===== src/design/mgmt_status_defs.svh =====
// Constants for the module management status and timing block.
`ifndef MGMT_STATUS_DEFS_SVH
`define MGMT_STATUS_DEFS_SVH

// Clock and timing figures.
`define CLK_PERIOD_NS 5
`define T_RESET_MIN_NS 2000
`define RESET_MIN_CYCLES \
  ((`T_RESET_MIN_NS + `CLK_PERIOD_NS - 1) / `CLK_PERIOD_NS)
`define T_INIT_MS 2000
`define INIT_CYCLES (`T_INIT_MS * 1000000 / `CLK_PERIOD_NS)

// Register byte offsets.
`define REG_STATUS_OFF 32'h0000_0000
`define REG_FLAGS_OFF 32'h0000_0004
`define REG_MASK_OFF 32'h0000_0008
`define REG_CTRL_OFF 32'h0000_000C

// Status register fields.
`define ST_NOT_READY_BIT 0
`define ST_BUS_RESPOND_BIT 1
`define ST_LOW_POWER_BIT 2
`define ST_ATTN_ACTIVE_BIT 3
`define ST_LP_PIN_BIT 4
`define ST_ATTN_PIN_BIT 5

// Flag register fields.
`define NUM_COND 8
`define FLAG_RX_LOS_BIT 0
`define FLAG_TX_FAULT_BIT 1
`define FLAG_INIT_DONE_BIT 8
`define FLAG_W 9

// Control register field, mask reset value and bus transfer encodings.
`define CTRL_PDOWN_BIT 0
`define MASK_RESET 9'h000
`define HTRANS_NONSEQ 2'h2
`define HSIZE_WORD 3'h2

`endif


===== src/design/mgmt_status_pkg.sv =====
// Types shared by the module management status and timing block.
package mgmt_status_pkg;

  typedef struct packed {
    logic resetN;
    logic lpReq;
    logic selN;
    logic scl;
    logic sda;
    logic attn;
  } pin_s;

  typedef enum logic [1:0] {
    ST_HOLD,
    ST_INIT,
    ST_READY
  } init_state_e;

  typedef struct packed {
    logic [31:0] addr;
    logic write;
    logic valid;
  } ahb_req_s;

endpackage : mgmt_status_pkg


===== src/design/module_mgmt_status_timing.sv =====
// Management-side reset, readiness, attention and power sequencing.
//
// Summary of operation
// - A reset pin low longer than 2 us resets the module.
// - The 2-wire bus is served within 2000 ms of power on.
// - Within 2000 ms of power on clear not-ready and raise attention.
// - After reset pin rises, full function comes within 2000 ms.
// - Attention raised by the not-ready clear marks end of initialization.
// - Low power request high enters low power within 100 us.
// - Any attention condition drives attention low within 200 ms.
// - Flags clear on read; attention released within 500 us after.
// - Receive signal loss sets its flag and attention within 100 ms.
// - Transmit fault sets its flag and attention within 200 ms.
// - Any other condition sets its flag and attention within 200 ms.
// - Setting a mask bit stops attention for its flag within 100 ms.
// - Clearing a mask bit resumes attention for its flag within 100 ms.
// - Bus is served within 100 us after module select goes low.
// - Bus service stops within 100 us after module select goes high.
// - Setting power-down override enters low power within 100 ms.
// - Clearing power-down override restores full function within 300 ms.
// - Clear-on-read intervals count from falling clock after read stop.
// - Mask and power-down intervals count from falling clock after stop.
// - Power on or reset rise completes initialization within 2000 ms.
`timescale 1ns/1ps
`include "mgmt_status_defs.svh"

module module_mgmt_status_timing #(
  parameter int INIT_DELAY_CYCLES = `INIT_CYCLES
) (
  // Clock and reset
  input wire logic clock,
  input wire logic sys_rst,
  // AHB-Lite slave
  input wire logic hsel,
  input wire logic [31:0] haddr,
  input wire logic [1:0] htrans,
  input wire logic hwrite,
  input wire logic [2:0] hsize,
  input wire logic [31:0] hwdata,
  input wire logic hready,
  output logic hreadyout,
  output logic hresp,
  output logic [31:0] hrdata,
  // Module pins
  input wire logic module_reset_n,
  input wire logic low_power_request,
  input wire logic module_select_n,
  input wire logic serialClockPin,
  input wire logic serialDataPin,
  input wire logic attentionIn,
  output logic attention_out_n,
  output logic attentionOe,
  // Device side
  input wire logic [`NUM_COND-1:0] conditionIn,
  output logic busRespondEnable,
  output logic lowPowerMode,
  output logic dataNotReady
);

  localparam int PINS = $bits(mgmt_status_pkg::pin_s);
  localparam int RESET_MIN = `RESET_MIN_CYCLES;

  function automatic logic isReg(input logic [31:0] addr,
                                 input logic [31:0] off);
    isReg = (addr == off);
  endfunction : isReg

  //////////////////////////////////////////////////////////////////////////
  // Pin synchronisers.

  mgmt_status_pkg::pin_s pinRaw;
  mgmt_status_pkg::pin_s pinQ;
  logic [PINS-1:0] sync1Q;
  logic [PINS-1:0] sync2Q;
  logic [PINS-1:0] sync3Q;
  logic [PINS-1:0] pinFiltQ;

  assign pinRaw = '{resetN: module_reset_n, lpReq: low_power_request,
                    selN: module_select_n, scl: serialClockPin,
                    sda: serialDataPin, attn: attentionIn};
  assign pinQ = mgmt_status_pkg::pin_s'(pinFiltQ);

  // Each stage starts at its pin's idle level, so no false edge follows reset.
  localparam mgmt_status_pkg::pin_s PIN_IDLE = '{resetN: 1'b1,
    lpReq: 1'b0, selN: 1'b1, scl: 1'b1, sda: 1'b1, attn: 1'b1};

  // Each pin counts as changed once the second and third stage agree.
  genvar gi;
  generate
    for (gi = 0; gi < PINS; gi++)
    begin : g_sync
      always_ff @(posedge clock)
      begin
        if (sys_rst)
        begin
          sync1Q[gi] <= PIN_IDLE[gi];
          sync2Q[gi] <= PIN_IDLE[gi];
          sync3Q[gi] <= PIN_IDLE[gi];
          pinFiltQ[gi] <= PIN_IDLE[gi];
        end
        else
        begin
          sync1Q[gi] <= pinRaw[gi];
          sync2Q[gi] <= sync1Q[gi];
          sync3Q[gi] <= sync2Q[gi];
          if (sync2Q[gi] == sync3Q[gi])
          begin
            pinFiltQ[gi] <= sync3Q[gi];
          end
        end
      end
    end
  endgenerate

  //////////////////////////////////////////////////////////////////////////
  // Serial bus frame end: first falling clock edge after a stop.

  logic sclPrevQ;
  logic sdaPrevQ;
  logic stopSeenQ;
  logic frameEnd;

  assign frameEnd = stopSeenQ && sclPrevQ && !pinQ.scl;

  always_ff @(posedge clock)
  begin
    if (sys_rst)
    begin
      sclPrevQ <= 1'b1;
      sdaPrevQ <= 1'b1;
      stopSeenQ <= 1'b0;
    end
    else
    begin
      sclPrevQ <= pinQ.scl;
      sdaPrevQ <= pinQ.sda;
      if (frameEnd)
      begin
        stopSeenQ <= 1'b0;
      end
      else if (pinQ.scl && sclPrevQ && pinQ.sda && !sdaPrevQ)
      begin
        stopSeenQ <= 1'b1;
      end
    end
  end

  //////////////////////////////////////////////////////////////////////////
  // Reset pulse qualification and initialization sequence.

  mgmt_status_pkg::init_state_e initState_q;
  logic [31:0] initCnt_q;
  logic [15:0] lowCnt_q;
  logic initDone;

  assign initDone = (initState_q == mgmt_status_pkg::ST_INIT) &&
                    (initCnt_q >= 32'(INIT_DELAY_CYCLES - 1));

  always_ff @(posedge clock)
  begin
    if (sys_rst)
    begin
      lowCnt_q <= 16'h0000;
    end
    else if (pinQ.resetN)
    begin
      lowCnt_q <= 16'h0000;
    end
    else if (lowCnt_q < 16'(RESET_MIN))
    begin
      lowCnt_q <= lowCnt_q + 16'h0001;
    end
  end

  always_ff @(posedge clock)
  begin
    if (sys_rst)
    begin
      initState_q <= mgmt_status_pkg::ST_INIT;
      initCnt_q <= 32'h0000_0000;
    end
    else if (!pinQ.resetN && lowCnt_q >= 16'(RESET_MIN))
    begin
      initState_q <= mgmt_status_pkg::ST_HOLD;
      initCnt_q <= 32'h0000_0000;
    end
    else
    begin
      unique case (initState_q)
        mgmt_status_pkg::ST_HOLD:
        begin
          if (pinQ.resetN)
          begin
            initState_q <= mgmt_status_pkg::ST_INIT;
          end
        end
        mgmt_status_pkg::ST_INIT:
        begin
          if (initDone)
          begin
            initState_q <= mgmt_status_pkg::ST_READY;
          end
          else
          begin
            initCnt_q <= initCnt_q + 32'h0000_0001;
          end
        end
        mgmt_status_pkg::ST_READY:
        begin
          initCnt_q <= 32'h0000_0000;
        end
      endcase
    end
  end

  //////////////////////////////////////////////////////////////////////////
  // AHB-Lite slave: zero wait states, always OKAY.

  mgmt_status_pkg::ahb_req_s req_q;
  logic addrPhase;
  logic [`FLAG_W-1:0] flags_q;
  logic [`FLAG_W-1:0] clearPend_q;
  logic [`FLAG_W-1:0] maskShadow_q;
  logic [`FLAG_W-1:0] maskActive_q;
  logic pdownShadow_q;
  logic pdownActive_q;
  logic [31:0] status;
  logic resetActive;
  logic readFlags;
  logic wrMask;
  logic wrCtrl;

  assign hreadyout = 1'b1;
  assign hresp = 1'b0;
  assign addrPhase = hsel && hready && (htrans == `HTRANS_NONSEQ) &&
                     (hsize == `HSIZE_WORD);
  assign readFlags = addrPhase && !hwrite && isReg(haddr, `REG_FLAGS_OFF);
  assign wrMask = req_q.valid && req_q.write &&
                  isReg(req_q.addr, `REG_MASK_OFF);
  assign wrCtrl = req_q.valid && req_q.write &&
                  isReg(req_q.addr, `REG_CTRL_OFF);
  assign resetActive = (initState_q == mgmt_status_pkg::ST_HOLD);

  always_comb
  begin
    status = 32'h0000_0000;
    status[`ST_NOT_READY_BIT] = dataNotReady;
    status[`ST_BUS_RESPOND_BIT] = busRespondEnable;
    status[`ST_LOW_POWER_BIT] = lowPowerMode;
    status[`ST_ATTN_ACTIVE_BIT] = attentionOe;
    status[`ST_LP_PIN_BIT] = pinQ.lpReq;
    status[`ST_ATTN_PIN_BIT] = pinQ.attn;
  end

  always_ff @(posedge clock)
  begin
    if (sys_rst)
    begin
      req_q <= '0;
    end
    else if (hready)
    begin
      req_q <= '{addr: haddr, write: hwrite, valid: addrPhase};
    end
  end

  // Read data is captured in the address phase so it stands in the data
  // phase straight from flip-flops.
  always_ff @(posedge clock)
  begin
    if (sys_rst)
    begin
      hrdata <= 32'h0000_0000;
    end
    else if (addrPhase && !hwrite)
    begin
      if (isReg(haddr, `REG_STATUS_OFF))
      begin
        hrdata <= status;
      end
      else if (isReg(haddr, `REG_FLAGS_OFF))
      begin
        hrdata <= 32'(flags_q);
      end
      else if (isReg(haddr, `REG_MASK_OFF))
      begin
        hrdata <= 32'(maskShadow_q);
      end
      else if (isReg(haddr, `REG_CTRL_OFF))
      begin
        hrdata <= 32'(pdownShadow_q);
      end
      else
      begin
        hrdata <= 32'h0000_0000;
      end
    end
  end

  //////////////////////////////////////////////////////////////////////////
  // Flags, masks and power-down override.

  logic [`NUM_COND-1:0] condPrev_q;
  logic [`FLAG_W-1:0] flagSet;

  // Entering a condition sets its flag; the end of init sets its own.
  always_comb
  begin
    flagSet = '0;
    flagSet[`NUM_COND-1:0] = conditionIn & ~condPrev_q;
    flagSet[`FLAG_INIT_DONE_BIT] = initDone;
  end

  always_ff @(posedge clock)
  begin
    if (sys_rst || resetActive)
    begin
      condPrev_q <= '0;
      flags_q <= '0;
      clearPend_q <= '0;
    end
    else
    begin
      condPrev_q <= conditionIn;
      // A set in the same cycle as a clear wins over the clear.
      if (frameEnd)
      begin
        flags_q <= (flags_q & ~clearPend_q) | flagSet;
        clearPend_q <= readFlags ? flags_q : '0;
      end
      else
      begin
        flags_q <= flags_q | flagSet;
        if (readFlags)
        begin
          clearPend_q <= clearPend_q | flags_q;
        end
      end
    end
  end

  always_ff @(posedge clock)
  begin
    if (sys_rst || resetActive)
    begin
      maskShadow_q <= `MASK_RESET;
      maskActive_q <= `MASK_RESET;
      pdownShadow_q <= 1'b0;
      pdownActive_q <= 1'b0;
    end
    else
    begin
      if (wrMask)
      begin
        maskShadow_q <= hwdata[`FLAG_W-1:0];
      end
      if (wrCtrl)
      begin
        pdownShadow_q <= hwdata[`CTRL_PDOWN_BIT];
      end
      if (frameEnd)
      begin
        maskActive_q <= maskShadow_q;
        pdownActive_q <= pdownShadow_q;
      end
    end
  end

  //////////////////////////////////////////////////////////////////////////
  // Output drive.

  always_ff @(posedge clock)
  begin
    if (sys_rst)
    begin
      attention_out_n <= 1'b1;
      attentionOe <= 1'b0;
      busRespondEnable <= 1'b0;
      lowPowerMode <= 1'b0;
      dataNotReady <= 1'b1;
    end
    else
    begin
      // Open drain: drive low only while an unmasked flag is set.
      attention_out_n <= ~|(flags_q & ~maskActive_q);
      attentionOe <= |(flags_q & ~maskActive_q);
      busRespondEnable <= !pinQ.selN && !resetActive &&
                          (initState_q == mgmt_status_pkg::ST_READY) ||
                          (initDone && !pinQ.selN);
      lowPowerMode <= pinQ.lpReq || pdownActive_q;
      dataNotReady <= (initState_q != mgmt_status_pkg::ST_READY) &&
                      !initDone;
    end
  end

endmodule : module_mgmt_status_timing


===== config.mk =====
export PLATFORM = sky130hd
export DESIGN_NAME = module_mgmt_status_timing
export DESIGN_NICKNAME = d
export VERILOG_FILES = /design/src/design/mgmt_status_pkg.sv /design/src/design/module_mgmt_status_timing.sv
export VERILOG_INCLUDE_DIRS = /design/src /design/src/design
export SDC_FILE = /design/constraint.sdc
export NUM_CORES = 1
export LEC_CHECK = 0
export BUFFER_PORTS_ARGS = -buffer_cell sky130_fd_sc_hd__buf_2
export CORE_MARGIN = 5
export CORE_UTILIZATION = 25
export DETAILED_ROUTE_END_ITERATION = 12
export HOLD_SLACK_MARGIN = 0.08
export REMOVE_ABC_BUFFERS = 1
export SYNTH_ARGS = -nofsm -noshare
export SYNTH_HDL_FRONTEND = slang
export SYNTH_SLANG_ARGS = --single-unit

===== constraint.sdc =====
create_clock -name clock -period 2.2 [get_ports clock]
set_input_delay 0.11 -clock clock [delete_from_list [all_inputs] [get_ports clock]]
set_output_delay 0.11 -clock clock [all_outputs]
set_load 0.02 [all_outputs]

Word level (Yosys, flattened, before mapping)
Index checks and enable logic that the tools add are counted.
{ "classes": {"eq_ne": 21, "order_cmp": 3, "bitwise": 9, "reduce_logical": 43, "mux": 14, "add_sub_neg": 2} }
{ "ops": {"columns": ["op", "n"], "rows": [
  ["$eq 32x4->1 const B", 4],
  ["$pmux 32 s2", 1],
  ["$mux 9", 7],
  ["$add 32x1->32 const B", 1],
  ["$eq 32x3->1 const B", 1],
  ["$ge 32x29->1 const B", 1],
  ["$logic_not 32->1", 1],
  ["$mux 32", 1],
  ["$or 9x9->9", 3],
  ["$logic_and 1x1->1", 19],
  ["$and 9x9->9", 2],
  ["$not 9->9", 2],
  ["$add 16x1->16 const B", 1],
  ["$ge 16x9->1 const B", 1],
  ["$lt 16x9->1 const B", 1],
  ["$reduce_or 9->1", 1],
  ["$and 8x8->8", 1],
  ["$logic_not 1->1", 8],
  ["$ne 2x2->1 const B", 4],
  ["$not 8->8", 1],
  ["$eq 1x1->1", 6],
  ["$ne 3x2->1 const B", 2],
  ["$reduce_and 3->1", 2],
  ["$reduce_bool 2->1", 3],
  ["other kinds (11)", 18]
]} }
{ "totals": {"elab_cells": 139, "regBits": 194} }

Depth between registers and ports, before layout
{ "logic_depth": {"word_depth": 7, "depth_mapped": 9, "ltp_nobuf": 7} }

Worst setup path before layout
Ideal clock, no wire load.
{ "synth_timing": {"kind": "reg-to-reg", "start": "register initCnt_q[10]", "end": "register initCnt_q[19]", "path_stages_with_launch": 8, "path_slack_ns": 0.306, "t_arrival_ns": 1.763, "n_path_buf": 1, "setup_time_ns": 0.131, "t_required_ns": 2.069, "path_cell_list": "dfxtp_1 -> or4_1 -> nor2_1 -> a211oi_1 -> or4_1 -> buf_2 -> o211ai_2 -> o41ai_2"} }
{ "synth_via": {"elab_chain_cells": 4, "word_cells_on_any_way": 7, "cone_classes": "add/sub: 1; order compare: 1; eq/ne: 1; mux: 2; reduce/logical: 2"} }
{ "synth_rtl": {"columns": ["item", "line", "source"], "rows": [
  ["start: declaration", "module_mgmt_status_timing.sv:152", "logic [31:0] initCnt_q;"],
  ["start signal: assignment", "module_mgmt_status_timing.sv:205", "initCnt_q <= initCnt_q + 32'h0000_0001;"],
  ["$ge 32x29->1", "module_mgmt_status_timing.sv:157", "(initCnt_q >= 32'(INIT_DELAY_CYCLES - 1));"],
  ["$logic_and 1x1->1", "module_mgmt_status_timing.sv:156", "assign initDone = (initState_q == mgmt_status_pkg::ST_INIT) &&"],
  ["$ne 2x2->1 (no source line)", null, null],
  ["$reduce_and 2->1 (no source line)", null, null]
]} }
Several ways; a longest one is shown, not always the timed one. The select of a mux whose other input is x is not followed.
A chain may end at the register's enable or synchronous reset.

Worst setup path after layout
{ "layout_timing": {"start": "register initCnt_q[11]", "end": "register initCnt_q[17]"} }
The elaborated chain is that of the path after synthesis.

==> metrics.md <==
| Metric | Value |
|---|---|
| Status | completed |
| Critical Path Source | initCnt_q[11] |
| Post-synth top area share | 49.8% |
| Mapped Area | 6870 um^2 |
| Comb power frac | 7.0% |
| Vias in the first global route | about 5300 |
| Sw Ratio | 23.5% |
| Area grow syn2layout | 29.6% |
| Post-layout nets | 991 |
| Clk Latency, worst-skew pair | 430 ps |
| Int Pwr | 5220 uW |
| Setup_tns | 0 ps |
| Worst-path cell with the longest stage delay | or4_1 |
| Remaining antenna violation count after routing | 0 |
| Worst Path Arrival | 2380 ps |
| Placed cell area | 7720 um^2 |
| Placer Congestion | 0.780 |
| First-pass GRT wire length | roughly 26000 um |
| Worst Tran Pin Value | 582 ps |
| WL final | 16300 um |
| Minimum clock period | 2070 ps |
| Core ar. | approximately 27000 um^2 |
| Unrepaired setup endpoints after global routing | true |
| Wirelength per Cell | roughly 13 um |
| Max Freq | 0.483 GHz |
| PwrDens | 767 nW/um^2 |
| Initial antenna violation count | 0 |
| Cell chosen for the clock root | clkbuf_16 |
| Most common cell in the netlist | dfxtp_1 |
| Pre-antenna DRT Iters | 4 |
| Leak | 0.00357 uW |
| Skew final | 11.7 ps |
| Clock slew at the register clock pins of the worst setup and hold paths | ~70 ps |
| RR Endpoint | initCnt_q[17] |
| Initial Utilization | 25.4% |
| GR Util All Layers | a little over a tenth |
| CTS sink cnt | 171 |
| Worst-path fanout max | 5 |
| Syn avg cell area | 9.15 um^2 |
| Max Slew Vio Count | 0 |
| DRC viols | 0 |
| Most used cell, CP | or4_1 |
| Top_reg_cell synth | dfxtp_1 |
| Worst Reg-to-Reg Cells | 6 |
| WP depth | 6 |
| Switch Pwr | 1610 uW |
| Synth area leaders | dfxtp_1 50%, mux2i_1 7.7%, nor2_1 5.5%, nand2_1 3.7%, a21oi_1 2.8% |
| H-Tree Depth | 4 |
| Endpoints failing hold | 0 |
| Post-Layout Inst Area | 8900 um^2 |
| Die Ht | 176 um |
| RR Startpoint | initCnt_q[11] |
| Mapped Cells | 751 |
| Antenna cells | 0 |
| Critical Path RT | between 2000 and 3000 ps |
| 1st-iter DRT viols | 267 |
| WS Path Type | reg2reg |
| Synth async-reset ratio | 0% |
| Vias per inst | approximately 4.4 |
| Biggest area consumer among synthesized cells | dfxtp_1 |
| Worst vdd ir | 0.504 mV |
| Non-filler cells, final | 1254 |
| Synth top cells by count | 171 x dfxtp_1, 100 x nor2_1, 67 x nand2_1, 53 x mux2i_1, 39 x a21oi_1 |
| Post-synth EDFFs | 0 |
| Worst path buffer plus inverter count | 0 |
| Crit path cell chain | or4_1 > nor2_1 > a211oi_2 > or4_1 > o211ai_2 > o41ai_2 |
| Crit end category | flop |
| Yosys reg bits | around 170 |
| Die area | approximately 30000 um^2 |
| Clock share of power | 45.5% |
| Setup slack, reg-to-reg | 130 ps |
| Post-Route Utilization | 32.9% |
| Placement Setup Slack | 26.8 ps |
| Final setup fails | 0 |
| Max_cap viols | 0 |
| CTS buffer count | 17 |
| CP top delay family | simple AND/OR/NAND/NOR gates |
| Critical Path Start Type | flop |
| Max clock buf depth | 2 |
| Worst Slack Setup Final | 130 ps |
| Via count | 5557 |
| Share of layout cells above drive strength 1 | between 20% and 30% |
| HP Class | in2reg |
| Remaining global-route overflow | 0 |
| Largest net degree at the start of global routing | 59 |
| Hpwl dp | roughly 11000 um |
| # placed instances | 1167 |
| Slew headroom | slightly above 60% |
| Register area share after synthesis | between 40% and 50% |
| Synth unique cells | just under 60 |
| Crit path largest cell delay | 570 ps |
| Num ports | 127 |
| Final period utilization | between 90% and 100% |
| Syn. warnings | 0 |
| CTS tree | yes |
| IO buf count | 78 |
| Crit path capture | initCnt_q[17] |
| Num rows | 60 |
| Seq pwr share | 47.5% |
| Die width | roughly 180 um |
-- per-layer routing --
metal | routed length (um) | GRT usage [%] | part of all wire (%) | up-vias
li1 | - | - | - | 2867
met1 | 8020 | 13.9 | 49 | 2560
met2 | 7300 | 16.5 | 45 | 111
met3 | 845 | 3.16 | 5.2 | 19
met4 | 138 | 2.53 | 0.85 | 0
met5 | 0 | 0 | 0 | -
-- power groups by stage --
stage	registers [uW]	clock network [uW]	logic [uW]
floorplan	3300	0	220
global placement	3310	0	395
detailed placement	3320	0	399
CTS	3250	3180	479
global route	3250	3320	530
finish	3250	3110	476
-- worst register-to-register path: cells and delay by family (launching register included) --
family | cells | cell delay, ps
compound gates | 3 | 400
flops | 1 | 330
simple gates | 3 | 1220
-- cell usage in the layout, fill, tap and decap left out, types with 20 or more instances in the layout --
cell type and instances:
buf_4 33, buf_2 78, conb_1 25, or2_2 20, dlygate4sd3_1 55, nor2_1 100, nand2_1 67, dfxtp_1 170
o21ai_0 22, a21oi_1 39, mux2i_1 53
-- stage by stage --
stage	total power (uW)	hold slack, ps
6_report	6830	133
5_1_grt	7100	131
4_1_cts	6900	114
3_5_place_dp	3720	303
3_3_place_gp	3710	297
2_1_floorplan	3520	179
-- sequential cells by signal (all words and copies together) (netlist names), 2 cells and up --
register,flops
req_q,34
maskActive_q,9
sync1Q,6
condPrev_q,8
pinFiltQ,6
initCnt_q,32
maskShadow_q,9
sync2Q,6
flags_q,9
hrdata,9
lowCnt_q,16
sync3Q,6
clearPend_q,9
initState_q,2
-- layout make-up --
| type | instances | area, um^2 |
|---|---|---|
| Multi-Input combinational cell | 523 | 3150 |
| Tap cell | 341 | 427 |
| Timing Repair Buffer | 168 | 1220 |
| Clock buffer | 17 | 425 |
| Clock inverter | 15 | 188 |
| Sequential cell | 171 | 3420 |
| Fill cell | 2805 | 18100 |
| Inverter | 19 | 71.3 |
-- timing repair --
item | 4_1_cts | 5_1_grt
gates resized for setup | 0 | 5
setup buffers | 0 | 0
hold endpoints to repair | 64 | 0
hold buffers | 55 | 0
endpoints found under the setup margin | 0 | 10
-- kinds of logic after synthesis --
kind of cell	share of synthesized area, %
xor+xnor	1.66
mux	8.21
flops	49.8
compound gates	11.5
simple gates	22.3
fa+ha+maj	0.546
other cells	0.109
buf+inv	5.94
-- worst min path at each step --
stage	from	endpoint	slack, ps	depth (start not counted)
after floorplan	sys_rst	hrdata[6]	180	1
after global placement	module_select_n	sync1Q[3]	300	2
after detailed placement	attentionIn	sync1Q[0]	300	2
after CTS	sys_rst	dataNotReady	110	2
after global routing	sys_rst	dataNotReady	130	2
final	haddr[2]	req_q[4]	130	3
Power figures use the tool's default switching activity.
